### src/linescan_pkg.sv
package linescan_pkg;
   // Pixel positions and counts
   localparam int PIX_W = 8;
   localparam int SUM_W = 16;
   localparam int TIME_W = 16;
   localparam logic [7:0] FRAME_PIXELS = 8'h80;
   localparam logic [7:0] RELEASE_STROBES = 8'h81;
   localparam logic [15:0] PERCENT_SCALE = 16'h0064;
   // Register offsets (byte addresses)
   localparam int ADDR_W = 5;
   localparam logic [4:0] OFS_CTRL = 5'h00;
   localparam logic [4:0] OFS_TOL = 5'h04;
   localparam logic [4:0] OFS_CALCNT = 5'h08;
   localparam logic [4:0] OFS_STATUS = 5'h0c;
   localparam logic [4:0] OFS_MASK = 5'h10;
   localparam logic [4:0] OFS_RAW = 5'h14;
   localparam logic [4:0] OFS_FILT = 5'h18;
   localparam logic [4:0] OFS_AVG = 5'h1c;
   // Field positions
   localparam int CTRL_CAL = 0;
   localparam int CTRL_TRIG = 1;
   localparam int TOL_POS_LSB = 8;
   localparam int EV_OK = 0;
   localparam int EV_FAIL = 1;
   localparam int EV_CAL = 2;
   localparam int EV_W = 3;
   // Reset values
   localparam logic [7:0] RST_TOL_WIDTH = 8'h14;
   localparam logic [7:0] RST_TOL_POS = 8'h14;
   localparam logic [7:0] RST_CAL_FRAMES = 8'h08;
   localparam logic [2:0] RST_MASK = 3'h0;

   typedef enum logic [1:0] {
      MS_WAIT = 2'b00,
      MS_MEASURE = 2'b01,
      MS_FILTER = 2'b10
   } meas_state_t;

   typedef struct packed {
      logic [4:0] addr;
      logic [31:0] wrData;
      logic wr;
      logic rd;
   } bus_req_t;

   typedef struct packed {
      logic [1:0] syncStrobe;
      logic [1:0] syncPixel;
      logic [1:0] syncStart;
      logic strobeDly;
      logic startDly;
      logic resampled;
      logic resampledDly;
      logic [7:0] pixelCount;
      logic [7:0] frameLen;
      logic [7:0] capA;
      logic [7:0] capB;
      logic capFlag;
      logic endPend;
      logic [1:0] lowCount;
      logic [7:0] shortWidth;
      logic [7:0] shortPos;
      logic [7:0] longWidth;
      meas_state_t mstate;
      logic [7:0] rawWidth;
      logic [7:0] rawCenter;
      logic [7:0] filtWidth;
      logic [7:0] filtCenter;
      logic [7:0] avgWidth;
      logic [7:0] refCenter;
      logic [7:0] tolWidth;
      logic [7:0] tolPos;
      logic [7:0] calFrames;
      logic [7:0] calTotal;
      logic [7:0] calLeft;
      logic calActive;
      logic [15:0] sumWidth;
      logic [15:0] sumCenter;
      logic trigEn;
      logic [15:0] periodCnt;
      logic [15:0] period;
      logic [15:0] sinceRise;
      logic [15:0] sinceFall;
      logic convTrigger;
      logic [2:0] status;
      logic [2:0] mask;
      logic irq;
      logic [31:0] rdData;
   } state_t;
endpackage

### src/linescan_line_pulse_measure.sv
`timescale 1ns/1ps
// Notes on behaviour
// - Resample threshold pixel on falling shift strobe
// - Frame must hold exactly two low pulses
// - Shorter low pulse is the line width
// - Longer low pulse is integration, never reported
// - Capture counts on start-pulse frame time base
// - Conversion trigger delayed a quarter strobe period
// - Report line position and width once per frame
// - Raw kept apart; filtered updated only on pass
// - Calibration averages width and position over frames
// - Measure waits capture flag, reads both edges
module linescan_line_pulse_measure (
   // Clock and reset
   input wire logic clock,
   input wire logic nrst,
   // Sensor side pins
   input wire logic pixelShiftStrobe,
   input wire logic serialStartPulse,
   input wire logic thresholdedPixel,
   output logic convTrigger,
   // Register port
   input wire linescan_pkg::bus_req_t busReq,
   output logic [31:0] rdData,
   // Interrupt
   output logic irq
);

   linescan_pkg::state_t cur;
   linescan_pkg::state_t next_cur;

   logic strobeRise;
   logic strobeFall;
   logic startRise;
   logic pixFall;
   logic pixRise;
   logic [7:0] widthNow;
   logic [7:0] widthDiff;
   logic [7:0] posDiff;
   logic widthOk;
   logic posOk;
   logic passBoth;
   logic [15:0] quarter;
   logic [2:0] evSet;
   logic [2:0] evClr;
   logic [7:0] divisor;

   function automatic logic [7:0] absDiff(input logic [7:0] a, input logic [7:0] b);
      absDiff = (a >= b) ? a - b : b - a;
   endfunction

   always_comb begin
      strobeRise = cur.syncStrobe[1] & ~cur.strobeDly;
      strobeFall = ~cur.syncStrobe[1] & cur.strobeDly;
      startRise = cur.syncStart[1] & ~cur.startDly;
      pixFall = cur.resampledDly & ~cur.resampled;
      pixRise = ~cur.resampledDly & cur.resampled;
      // Pulses that straddle a frame boundary wrap on the frame modulus
      if (cur.capB >= cur.capA) begin
         widthNow = cur.capB - cur.capA;
      end else begin
         widthNow = cur.capB + cur.frameLen - cur.capA;
      end
      widthDiff = absDiff(cur.shortWidth, cur.avgWidth);
      posDiff = absDiff(cur.shortPos, cur.refCenter);
      widthOk = {8'h00, widthDiff} * linescan_pkg::PERCENT_SCALE <=
                {8'h00, cur.avgWidth} * {8'h00, cur.tolWidth};
      posOk = {8'h00, posDiff} * linescan_pkg::PERCENT_SCALE <=
              {8'h00, cur.refCenter} * {8'h00, cur.tolPos};
      passBoth = widthOk & posOk;
      quarter = {2'b00, cur.period[15:2]};
      divisor = (cur.calTotal == 8'h00) ? 8'h01 : cur.calTotal;
   end

   always_comb begin
      next_cur = cur;
      evSet = 3'h0;
      evClr = 3'h0;
      // Pins pass two flops before anything looks at them
      next_cur.syncStrobe = {cur.syncStrobe[0], pixelShiftStrobe};
      next_cur.syncPixel = {cur.syncPixel[0], thresholdedPixel};
      next_cur.syncStart = {cur.syncStart[0], serialStartPulse};
      next_cur.strobeDly = cur.syncStrobe[1];
      next_cur.startDly = cur.syncStart[1];
      next_cur.resampledDly = cur.resampled;
      if (strobeFall) begin
         next_cur.resampled = cur.syncPixel[1];
      end

      // Frame-relative time base, restarted by the start pulse
      if (startRise) begin
         next_cur.pixelCount = 8'h00;
         next_cur.frameLen = cur.pixelCount;
         next_cur.endPend = 1'b1;
      end else if (strobeRise && cur.pixelCount != 8'hff) begin
         next_cur.pixelCount = cur.pixelCount + 8'h01;
      end

      // Capture channel: A on falling edge, B and flag on rising edge
      if (pixFall) begin
         next_cur.capA = cur.pixelCount;
      end
      if (pixRise) begin
         next_cur.capB = cur.pixelCount;
      end

      case (cur.mstate)
         linescan_pkg::MS_WAIT: begin
            if (cur.capFlag) begin
               next_cur.capFlag = 1'b0;
               next_cur.mstate = linescan_pkg::MS_MEASURE;
            end else if (cur.endPend) begin
               next_cur.endPend = 1'b0;
               next_cur.mstate = linescan_pkg::MS_FILTER;
            end
         end
         linescan_pkg::MS_MEASURE: begin
            if (cur.lowCount != 2'b11) begin
               next_cur.lowCount = cur.lowCount + 2'b01;
            end
            if (cur.lowCount == 2'b00 || widthNow < cur.shortWidth) begin
               next_cur.longWidth = (cur.lowCount == 2'b00) ? widthNow : cur.shortWidth;
               next_cur.shortWidth = widthNow;
               next_cur.shortPos = cur.capA + {1'b0, widthNow[7:1]};
            end else begin
               next_cur.longWidth = widthNow;
            end
            next_cur.mstate = linescan_pkg::MS_WAIT;
         end
         linescan_pkg::MS_FILTER: begin
            if (cur.lowCount != 2'b10) begin
               evSet[linescan_pkg::EV_FAIL] = 1'b1;
            end else begin
               next_cur.rawWidth = cur.shortWidth;
               next_cur.rawCenter = cur.shortPos;
               if (cur.calActive) begin
                  next_cur.sumWidth = cur.sumWidth + {8'h00, cur.shortWidth};
                  next_cur.sumCenter = cur.sumCenter + {8'h00, cur.shortPos};
                  next_cur.calLeft = cur.calLeft - 8'h01;
                  if (cur.calLeft == 8'h01) begin
                     next_cur.calActive = 1'b0;
                     next_cur.avgWidth = 8'((cur.sumWidth + {8'h00, cur.shortWidth}) / {8'h00, divisor});
                     next_cur.refCenter = 8'((cur.sumCenter + {8'h00, cur.shortPos}) / {8'h00, divisor});
                     evSet[linescan_pkg::EV_CAL] = 1'b1;
                  end
               end else if (passBoth) begin
                  next_cur.filtWidth = cur.shortWidth;
                  next_cur.filtCenter = cur.shortPos;
                  next_cur.refCenter = cur.shortPos;
                  evSet[linescan_pkg::EV_OK] = 1'b1;
               end else begin
                  evSet[linescan_pkg::EV_FAIL] = 1'b1;
               end
            end
            next_cur.lowCount = 2'b00;
            next_cur.mstate = linescan_pkg::MS_WAIT;
         end
         default: begin
            next_cur.mstate = linescan_pkg::MS_WAIT;
         end
      endcase
      // A capture arriving while the flag is consumed is kept
      if (pixRise) begin
         next_cur.capFlag = 1'b1;
      end

      // Quarter-period delayed copy of the shift strobe
      if (strobeRise) begin
         next_cur.period = cur.periodCnt + 16'h0001;
         next_cur.periodCnt = 16'h0000;
         next_cur.sinceRise = 16'h0000;
      end else begin
         next_cur.periodCnt = (cur.periodCnt == 16'hffff) ? cur.periodCnt : cur.periodCnt + 16'h0001;
         next_cur.sinceRise = (cur.sinceRise == 16'hffff) ? cur.sinceRise : cur.sinceRise + 16'h0001;
      end
      if (strobeFall) begin
         next_cur.sinceFall = 16'h0000;
      end else begin
         next_cur.sinceFall = (cur.sinceFall == 16'hffff) ? cur.sinceFall : cur.sinceFall + 16'h0001;
      end
      if (!cur.trigEn) begin
         next_cur.convTrigger = 1'b0;
      end else if (cur.syncStrobe[1] && cur.sinceRise == quarter) begin
         next_cur.convTrigger = 1'b1;
      end else if (!cur.syncStrobe[1] && cur.sinceFall == quarter) begin
         next_cur.convTrigger = 1'b0;
      end

      // Register writes
      if (busReq.wr) begin
         case (busReq.addr)
            linescan_pkg::OFS_CTRL: begin
               next_cur.trigEn = busReq.wrData[linescan_pkg::CTRL_TRIG];
               if (busReq.wrData[linescan_pkg::CTRL_CAL]) begin
                  next_cur.calActive = 1'b1;
                  next_cur.calTotal = cur.calFrames;
                  next_cur.calLeft = (cur.calFrames == 8'h00) ? 8'h01 : cur.calFrames;
                  next_cur.sumWidth = 16'h0000;
                  next_cur.sumCenter = 16'h0000;
               end
            end
            linescan_pkg::OFS_TOL: begin
               next_cur.tolWidth = busReq.wrData[7:0];
               next_cur.tolPos = busReq.wrData[linescan_pkg::TOL_POS_LSB +: 8];
            end
            linescan_pkg::OFS_CALCNT: begin
               next_cur.calFrames = busReq.wrData[7:0];
            end
            linescan_pkg::OFS_STATUS: begin
               evClr = busReq.wrData[linescan_pkg::EV_W-1:0];
            end
            linescan_pkg::OFS_MASK: begin
               next_cur.mask = busReq.wrData[linescan_pkg::EV_W-1:0];
            end
            default: begin
            end
         endcase
      end
      // Set wins over a write-one clear in the same cycle
      next_cur.status = (cur.status & ~evClr) | evSet;
      next_cur.irq = |(next_cur.status & next_cur.mask);

      // Read data stands one cycle after the strobe; zero otherwise
      next_cur.rdData = 32'h0000_0000;
      if (busReq.rd) begin
         case (busReq.addr)
            linescan_pkg::OFS_CTRL: next_cur.rdData = {29'h0, cur.calActive, cur.trigEn, 1'b0};
            linescan_pkg::OFS_TOL: next_cur.rdData = {16'h0000, cur.tolPos, cur.tolWidth};
            linescan_pkg::OFS_CALCNT: next_cur.rdData = {16'h0000, cur.calLeft, cur.calFrames};
            linescan_pkg::OFS_STATUS: next_cur.rdData = {29'h0, cur.status};
            linescan_pkg::OFS_MASK: next_cur.rdData = {29'h0, cur.mask};
            linescan_pkg::OFS_RAW: next_cur.rdData = {16'h0000, cur.rawCenter, cur.rawWidth};
            linescan_pkg::OFS_FILT: next_cur.rdData = {16'h0000, cur.filtCenter, cur.filtWidth};
            linescan_pkg::OFS_AVG: next_cur.rdData = {16'h0000, cur.refCenter, cur.avgWidth};
            default: next_cur.rdData = 32'h0000_0000;
         endcase
      end
   end

   always_ff @(posedge clock or negedge nrst) begin
      if (!nrst) begin
         cur <= '0;
         cur.mstate <= linescan_pkg::MS_WAIT;
         cur.tolWidth <= linescan_pkg::RST_TOL_WIDTH;
         cur.tolPos <= linescan_pkg::RST_TOL_POS;
         cur.calFrames <= linescan_pkg::RST_CAL_FRAMES;
         cur.mask <= linescan_pkg::RST_MASK;
      end else begin
         cur <= next_cur;
      end
   end

   assign convTrigger = cur.convTrigger;
   assign rdData = cur.rdData;
   assign irq = cur.irq;

   a_resample_on_fall: assert property (@(posedge clock) disable iff (!nrst)
      strobeFall |=> cur.resampled == $past(cur.syncPixel[1]))
      else $error("pixel not resampled on strobe fall");

   a_pulse_count_fail: assert property (@(posedge clock) disable iff (!nrst)
      (cur.mstate == linescan_pkg::MS_FILTER && cur.lowCount != 2'b10) |=> cur.status[linescan_pkg::EV_FAIL])
      else $error("bad pulse count not flagged");

   a_short_is_line: assert property (@(posedge clock) disable iff (!nrst)
      (cur.mstate == linescan_pkg::MS_FILTER && cur.lowCount == 2'b10) |=> cur.rawWidth == $past(cur.shortWidth))
      else $error("raw width is not the shorter pulse");

   a_long_not_line: assert property (@(posedge clock) disable iff (!nrst)
      (cur.lowCount == 2'b10) |-> cur.shortWidth <= cur.longWidth)
      else $error("longer pulse taken as line");

   a_frame_restart: assert property (@(posedge clock) disable iff (!nrst)
      startRise |=> cur.pixelCount == 8'h00 && cur.frameLen == $past(cur.pixelCount))
      else $error("time base not restarted by start pulse");

   a_trigger_quarter: assert property (@(posedge clock) disable iff (!nrst)
      (cur.trigEn && cur.syncStrobe[1] && cur.sinceRise == quarter && $stable(cur.trigEn)) |=> cur.convTrigger)
      else $error("trigger not raised a quarter period late");

   a_center_reported: assert property (@(posedge clock) disable iff (!nrst)
      (cur.mstate == linescan_pkg::MS_FILTER && cur.lowCount == 2'b10) |=> cur.rawCenter == $past(cur.shortPos))
      else $error("line position not reported");

   a_filtered_pass: assert property (@(posedge clock) disable iff (!nrst)
      $changed(cur.filtWidth) |-> $past(cur.mstate == linescan_pkg::MS_FILTER && passBoth && !cur.calActive))
      else $error("filtered width updated without passing");

   a_position_reject: assert property (@(posedge clock) disable iff (!nrst)
      (cur.mstate == linescan_pkg::MS_FILTER && cur.lowCount == 2'b10 && !cur.calActive && !posOk)
      |=> cur.status[linescan_pkg::EV_FAIL] && $stable(cur.filtCenter))
      else $error("position out of tolerance accepted");

   a_width_reject: assert property (@(posedge clock) disable iff (!nrst)
      (cur.mstate == linescan_pkg::MS_FILTER && cur.lowCount == 2'b10 && !cur.calActive && !widthOk)
      |=> $stable(cur.filtWidth))
      else $error("width out of tolerance accepted");

   a_capture_flow: assert property (@(posedge clock) disable iff (!nrst)
      (cur.mstate == linescan_pkg::MS_WAIT && cur.capFlag) |=> cur.mstate == linescan_pkg::MS_MEASURE ##1
      cur.mstate == linescan_pkg::MS_WAIT)
      else $error("capture flag not followed by measurement");

   // Calibration frames still being summed raise no outcome of their own
   a_outcome_flagged: assert property (@(posedge clock) disable iff (!nrst)
      (cur.mstate == linescan_pkg::MS_FILTER && !(cur.calActive && cur.lowCount == 2'b10 && cur.calLeft != 8'h01))
      |=> (cur.status != 3'h0))
      else $error("frame ended with no outcome");

   a_cal_done: assert property (@(posedge clock) disable iff (!nrst)
      $fell(cur.calActive) |-> cur.status[linescan_pkg::EV_CAL])
      else $error("calibration end not flagged");

   a_irq_level: assert property (@(posedge clock) disable iff (!nrst)
      cur.irq == |(cur.status & cur.mask))
      else $error("interrupt does not follow masked status");

   a_trigger_off: assert property (@(posedge clock) disable iff (!nrst)
      !cur.trigEn |=> !cur.convTrigger)
      else $error("trigger active while disabled");

   a_trigger_fall: assert property (@(posedge clock) disable iff (!nrst)
      (cur.trigEn && !cur.syncStrobe[1] && cur.sinceFall == quarter) |=> !cur.convTrigger)
      else $error("trigger not lowered a quarter period late");

   a_raw_kept: assert property (@(posedge clock) disable iff (!nrst)
      (cur.mstate == linescan_pkg::MS_FILTER && cur.lowCount != 2'b10)
      |=> $stable(cur.rawWidth) && $stable(cur.rawCenter))
      else $error("raw values changed by a rejected frame");

   a_cal_no_filter: assert property (@(posedge clock) disable iff (!nrst)
      (cur.mstate == linescan_pkg::MS_FILTER && cur.calActive)
      |=> $stable(cur.filtWidth) && $stable(cur.filtCenter))
      else $error("filtered values changed during calibration");

   a_capture_start: assert property (@(posedge clock) disable iff (!nrst)
      pixFall |=> cur.capA == $past(cur.pixelCount))
      else $error("capture A not taken at pulse start");

   a_first_width: assert property (@(posedge clock) disable iff (!nrst)
      (cur.mstate == linescan_pkg::MS_MEASURE && cur.lowCount == 2'b00) |=> cur.shortWidth == $past(widthNow))
      else $error("pulse width not taken from the capture pair");

endmodule

### config.mk
export PLATFORM = sky130hd
export DESIGN_NAME = linescan_line_pulse_measure
export DESIGN_NICKNAME = d
export VERILOG_FILES = /design/src/linescan_pkg.sv /design/src/linescan_line_pulse_measure.sv
export SDC_FILE = /design/constraint.sdc
export NUM_CORES = 2
export LEC_CHECK = 0
export BUFFER_PORTS_ARGS = -buffer_cell sky130_fd_sc_hd__buf_4
export CAP_MARGIN = 20
export CORE_ASPECT_RATIO = 0.7
export CORE_UTILIZATION = 50
export DETAILED_ROUTE_END_ITERATION = 10
export MAX_ROUTING_LAYER = met4
export PLACE_DENSITY = 0.69
export SKIP_CTS_REPAIR_TIMING = 1
export SKIP_LAST_GASP = 1
export SLEW_MARGIN = 0
export SYNTH_ARGS = -nofsm -noshare
export SYNTH_HDL_FRONTEND = slang
export SYNTH_SLANG_ARGS = --single-unit
### constraint.sdc
create_clock -name clock -period 31.3 [get_ports clock]
set_input_delay 6.26 -clock clock [delete_from_list [all_inputs] [get_ports clock]]
set_output_delay 6.26 -clock clock [all_outputs]
set_load 0.02 [all_outputs]
==> results.md <==
* Setup CP Type: flop to flop
* Slowest cell on the critical path: or4b_2
* Worst path required time at around 32 ns
* Num rows at 76
* Most common cell after layout, fill and taps aside: ha_1
* M2 GR Usage at a little under two fifths
* Area Growth Syn to Fin at 17.3%
* R2R cell count at 160
* Post-synthesis adder-cell area fraction at 23.4%
* Kind of end point of the critical path: flop
* Routed Antenna Nets at 0
* Global Route met3 Usage at around 5.0%
* TritonCTS clock tree: yes
* Aggregate global-route resource usage at 27.0%
* Routed WL at roughly 86,000 um
* WHS at 0.359 ns
* Post-synthesis simple-gate area fraction at 18.5%
* Initial antenna violation count at 3
* Largest family of logic cells by synthesized area: adder cells
* Worst setup SP type: flop
* Num ports at between 70 and 80
* Post-synth EDFFs at 0
* Die ar. at about 64,000 um2
* Largest net degree at the start of global routing at between 100 and 150
* CTS clk-pin slew, worst paths at around 0.070 ns
* Avg WL per Cell at around 17 um
* Utilization after layout at between 50% and 60%
* DRC at 0
* Final setup fails at 0
* Pre-antenna DRT Iters at 8
* Clk sinks at approximately 270
* Multiplexer share of the synthesized area at between 4 and 5%
* Die X-Extent at 303 um
* Post-synth ARST share at 100%
* Placed cell count at 4,834
* Clock root buffer: clkbuf_16
* Actual slew at the worst max-slew pin at roughly 0.98 ns
* Post-Synthesis Cells at 3,771
* Met1 Track Usage GR at 40.1%
* PnR worst setup slack at between 1 and 1.5 ns
* Critical Path Fanout Max at 6
* Max incr delay on CP at 0.63 ns
* Die height at 213 um
* Tcrit/Tclk final at around 96%
* Finished Layout Cells at 4,927
* Worst Path Arrival at just over 30 ns
* Syn Area/Cell at roughly 8.4 um2
* H-tree levels at 1
* Status: finished, final reports clean
* Clk Latency, worst-skew pair at 0.57 ns
* F_max at between 0.03 and 0.04 GHz
* Hold/Removal Path Class: flop to flop
* RD Place Congestion at roughly 0.90
* Core Box Area at around 62,000 um2
* Vias in the first global route at 26.4k
* #FFs+latches synth at between 200 and 300
* First-pass GRT wire length at 137,000 um
* Final Max Tran Viols at 0
* Layout cells sized above 1 at 19.2%
* Post-synthesis compound-gate area fraction at 19.2%
* DR iter-0 viols at about 2.0k
* Max-slew headroom at between 30% and 40%
* Xor/xnor cell area share of the yosys netlist at 6.94%
* Initial Util at 51.0%
* Most used cell, CP: o21a_1
* Post-DR vias/cell at approximately 5.7
* Cell Area, Synth at 31,700 um2
* Most frequent cells in the layout: 423 x ha_1, 409 x buf_4, 359 x nand2_1, 279 x inv_1, 276 x nor2_1
* CTS max path bufs at 3
* Via count at roughly 28k
* GRT busiest layer: met1
* Fin nets at around 4.7k
* Grt ovf at 0
* Hold path depth at 0
* Crit path time final at approximately 30 ns
* I/O Buffers at 45
* Sequential area share after synthesis at 21.5%
* Predominant post-synthesis flop cell: dfrtp_1
* Clock skew at approximately 0.021 ns
* Number of max-cap violations at 0
* CTS Buf Count at 27
* Synth cell types at 104
* DP Worst Slack at -0.771 ns
* Hpwl dp at 65,300 um
* Synth warn at 0
* Fin. Hold Viols at 0
[routing by layer]
layer / wire, um / share of wire [%] / up-vias
li1: - / - / 13900
met1: 43100 / 50 / 13400
met2: 35300 / 41 / 680
met3: 5990 / 7.0 / 91
met4: 1320 / 1.5 / 0
met5: 0 / 0 / -
[worst paths after layout]
path                       slack [ns]      from       end
max                              1.10  cur[122]  cur[186]
min                              0.36  cur[294]  cur[295]
max reg2reg                      1.10  cur[122]  cur[186]
min reg2reg                      0.36  cur[294]  cur[295]
max in group asynchronous       24.03      nrst  cur[193]
min in group asynchronous        5.75      nrst  cur[163]
[stage by stage]
| stage | setup TNS (ns) | area (um2) |
|---|---|---|
| 5_1_grt | -0.522 | 37200 |
| 4_1_cts | -1.64 | 35900 |
| 3_3_place_gp | -0.731 | 35000 |
| 2_1_floorplan | 0 | 31800 |
| 6_report | 0 | 37200 |
| 3_5_place_dp | -1.21 | 35000 |
[synthesized netlist by cell type (all sizes together), types with 102 or more instances]
master  count  area share [%]
o21ai     207             3.4
clkbuf    102             1.2
nor2      293             3.5
xnor2     162             4.5
inv       286             3.4
ha        443              17
dfrtp     267              21
mux2      102             3.6
nand2     364             4.3
and2      107             2.1
nor3      105             1.7
a21oi     254             4.0
o21a      102             2.4
[cell families (layout without fill, tap and decap cells)]
logic type / after synthesis / in the layout
muxes: 138 / 138
xor gates and xnor gates: 251 / 251
other: 1 / 19
DFF: 272 / 272
AOI/OAI and AO/OA: 929 / 929
and+or+nand+nor: 1206 / 1206
adders and majority gates: 537 / 537
buffers and inverters: 437 / 756
[sequential cells by signal (all words and copies together) (netlist names)]
| name | flops |
|---|---|
| irq | 1 |
| cur | 254 |
| convTrigger | 1 |
| rdData | 16 |
[critical path: cells and delay by family (launching register included)]
family          cells  cell delay, ns
mux                 6            1.35
buf+inv            12            1.65
flops               1            0.39
xor+xnor            1            0.16
compound gates     79           13.75
fa+ha+maj          17            4.30
simple gates       45            8.47
[layout make-up]
type                            count  area (um2)
Sequential cell                   272        6820
Timing Repair Buffer              418        3200
Clock buffer                       36         759
Inverter                          288        1090
Tap cell                          819        1020
Multi-Input combinational cell   3077       24100
Clock inverter                     14         156
Antenna cell                        3        7.51
Fill cell                        5422       24900
Power is left out: the tool's default activity adds up to more than one toggle a clock period on the data nets, which glitch-free logic cannot reach.
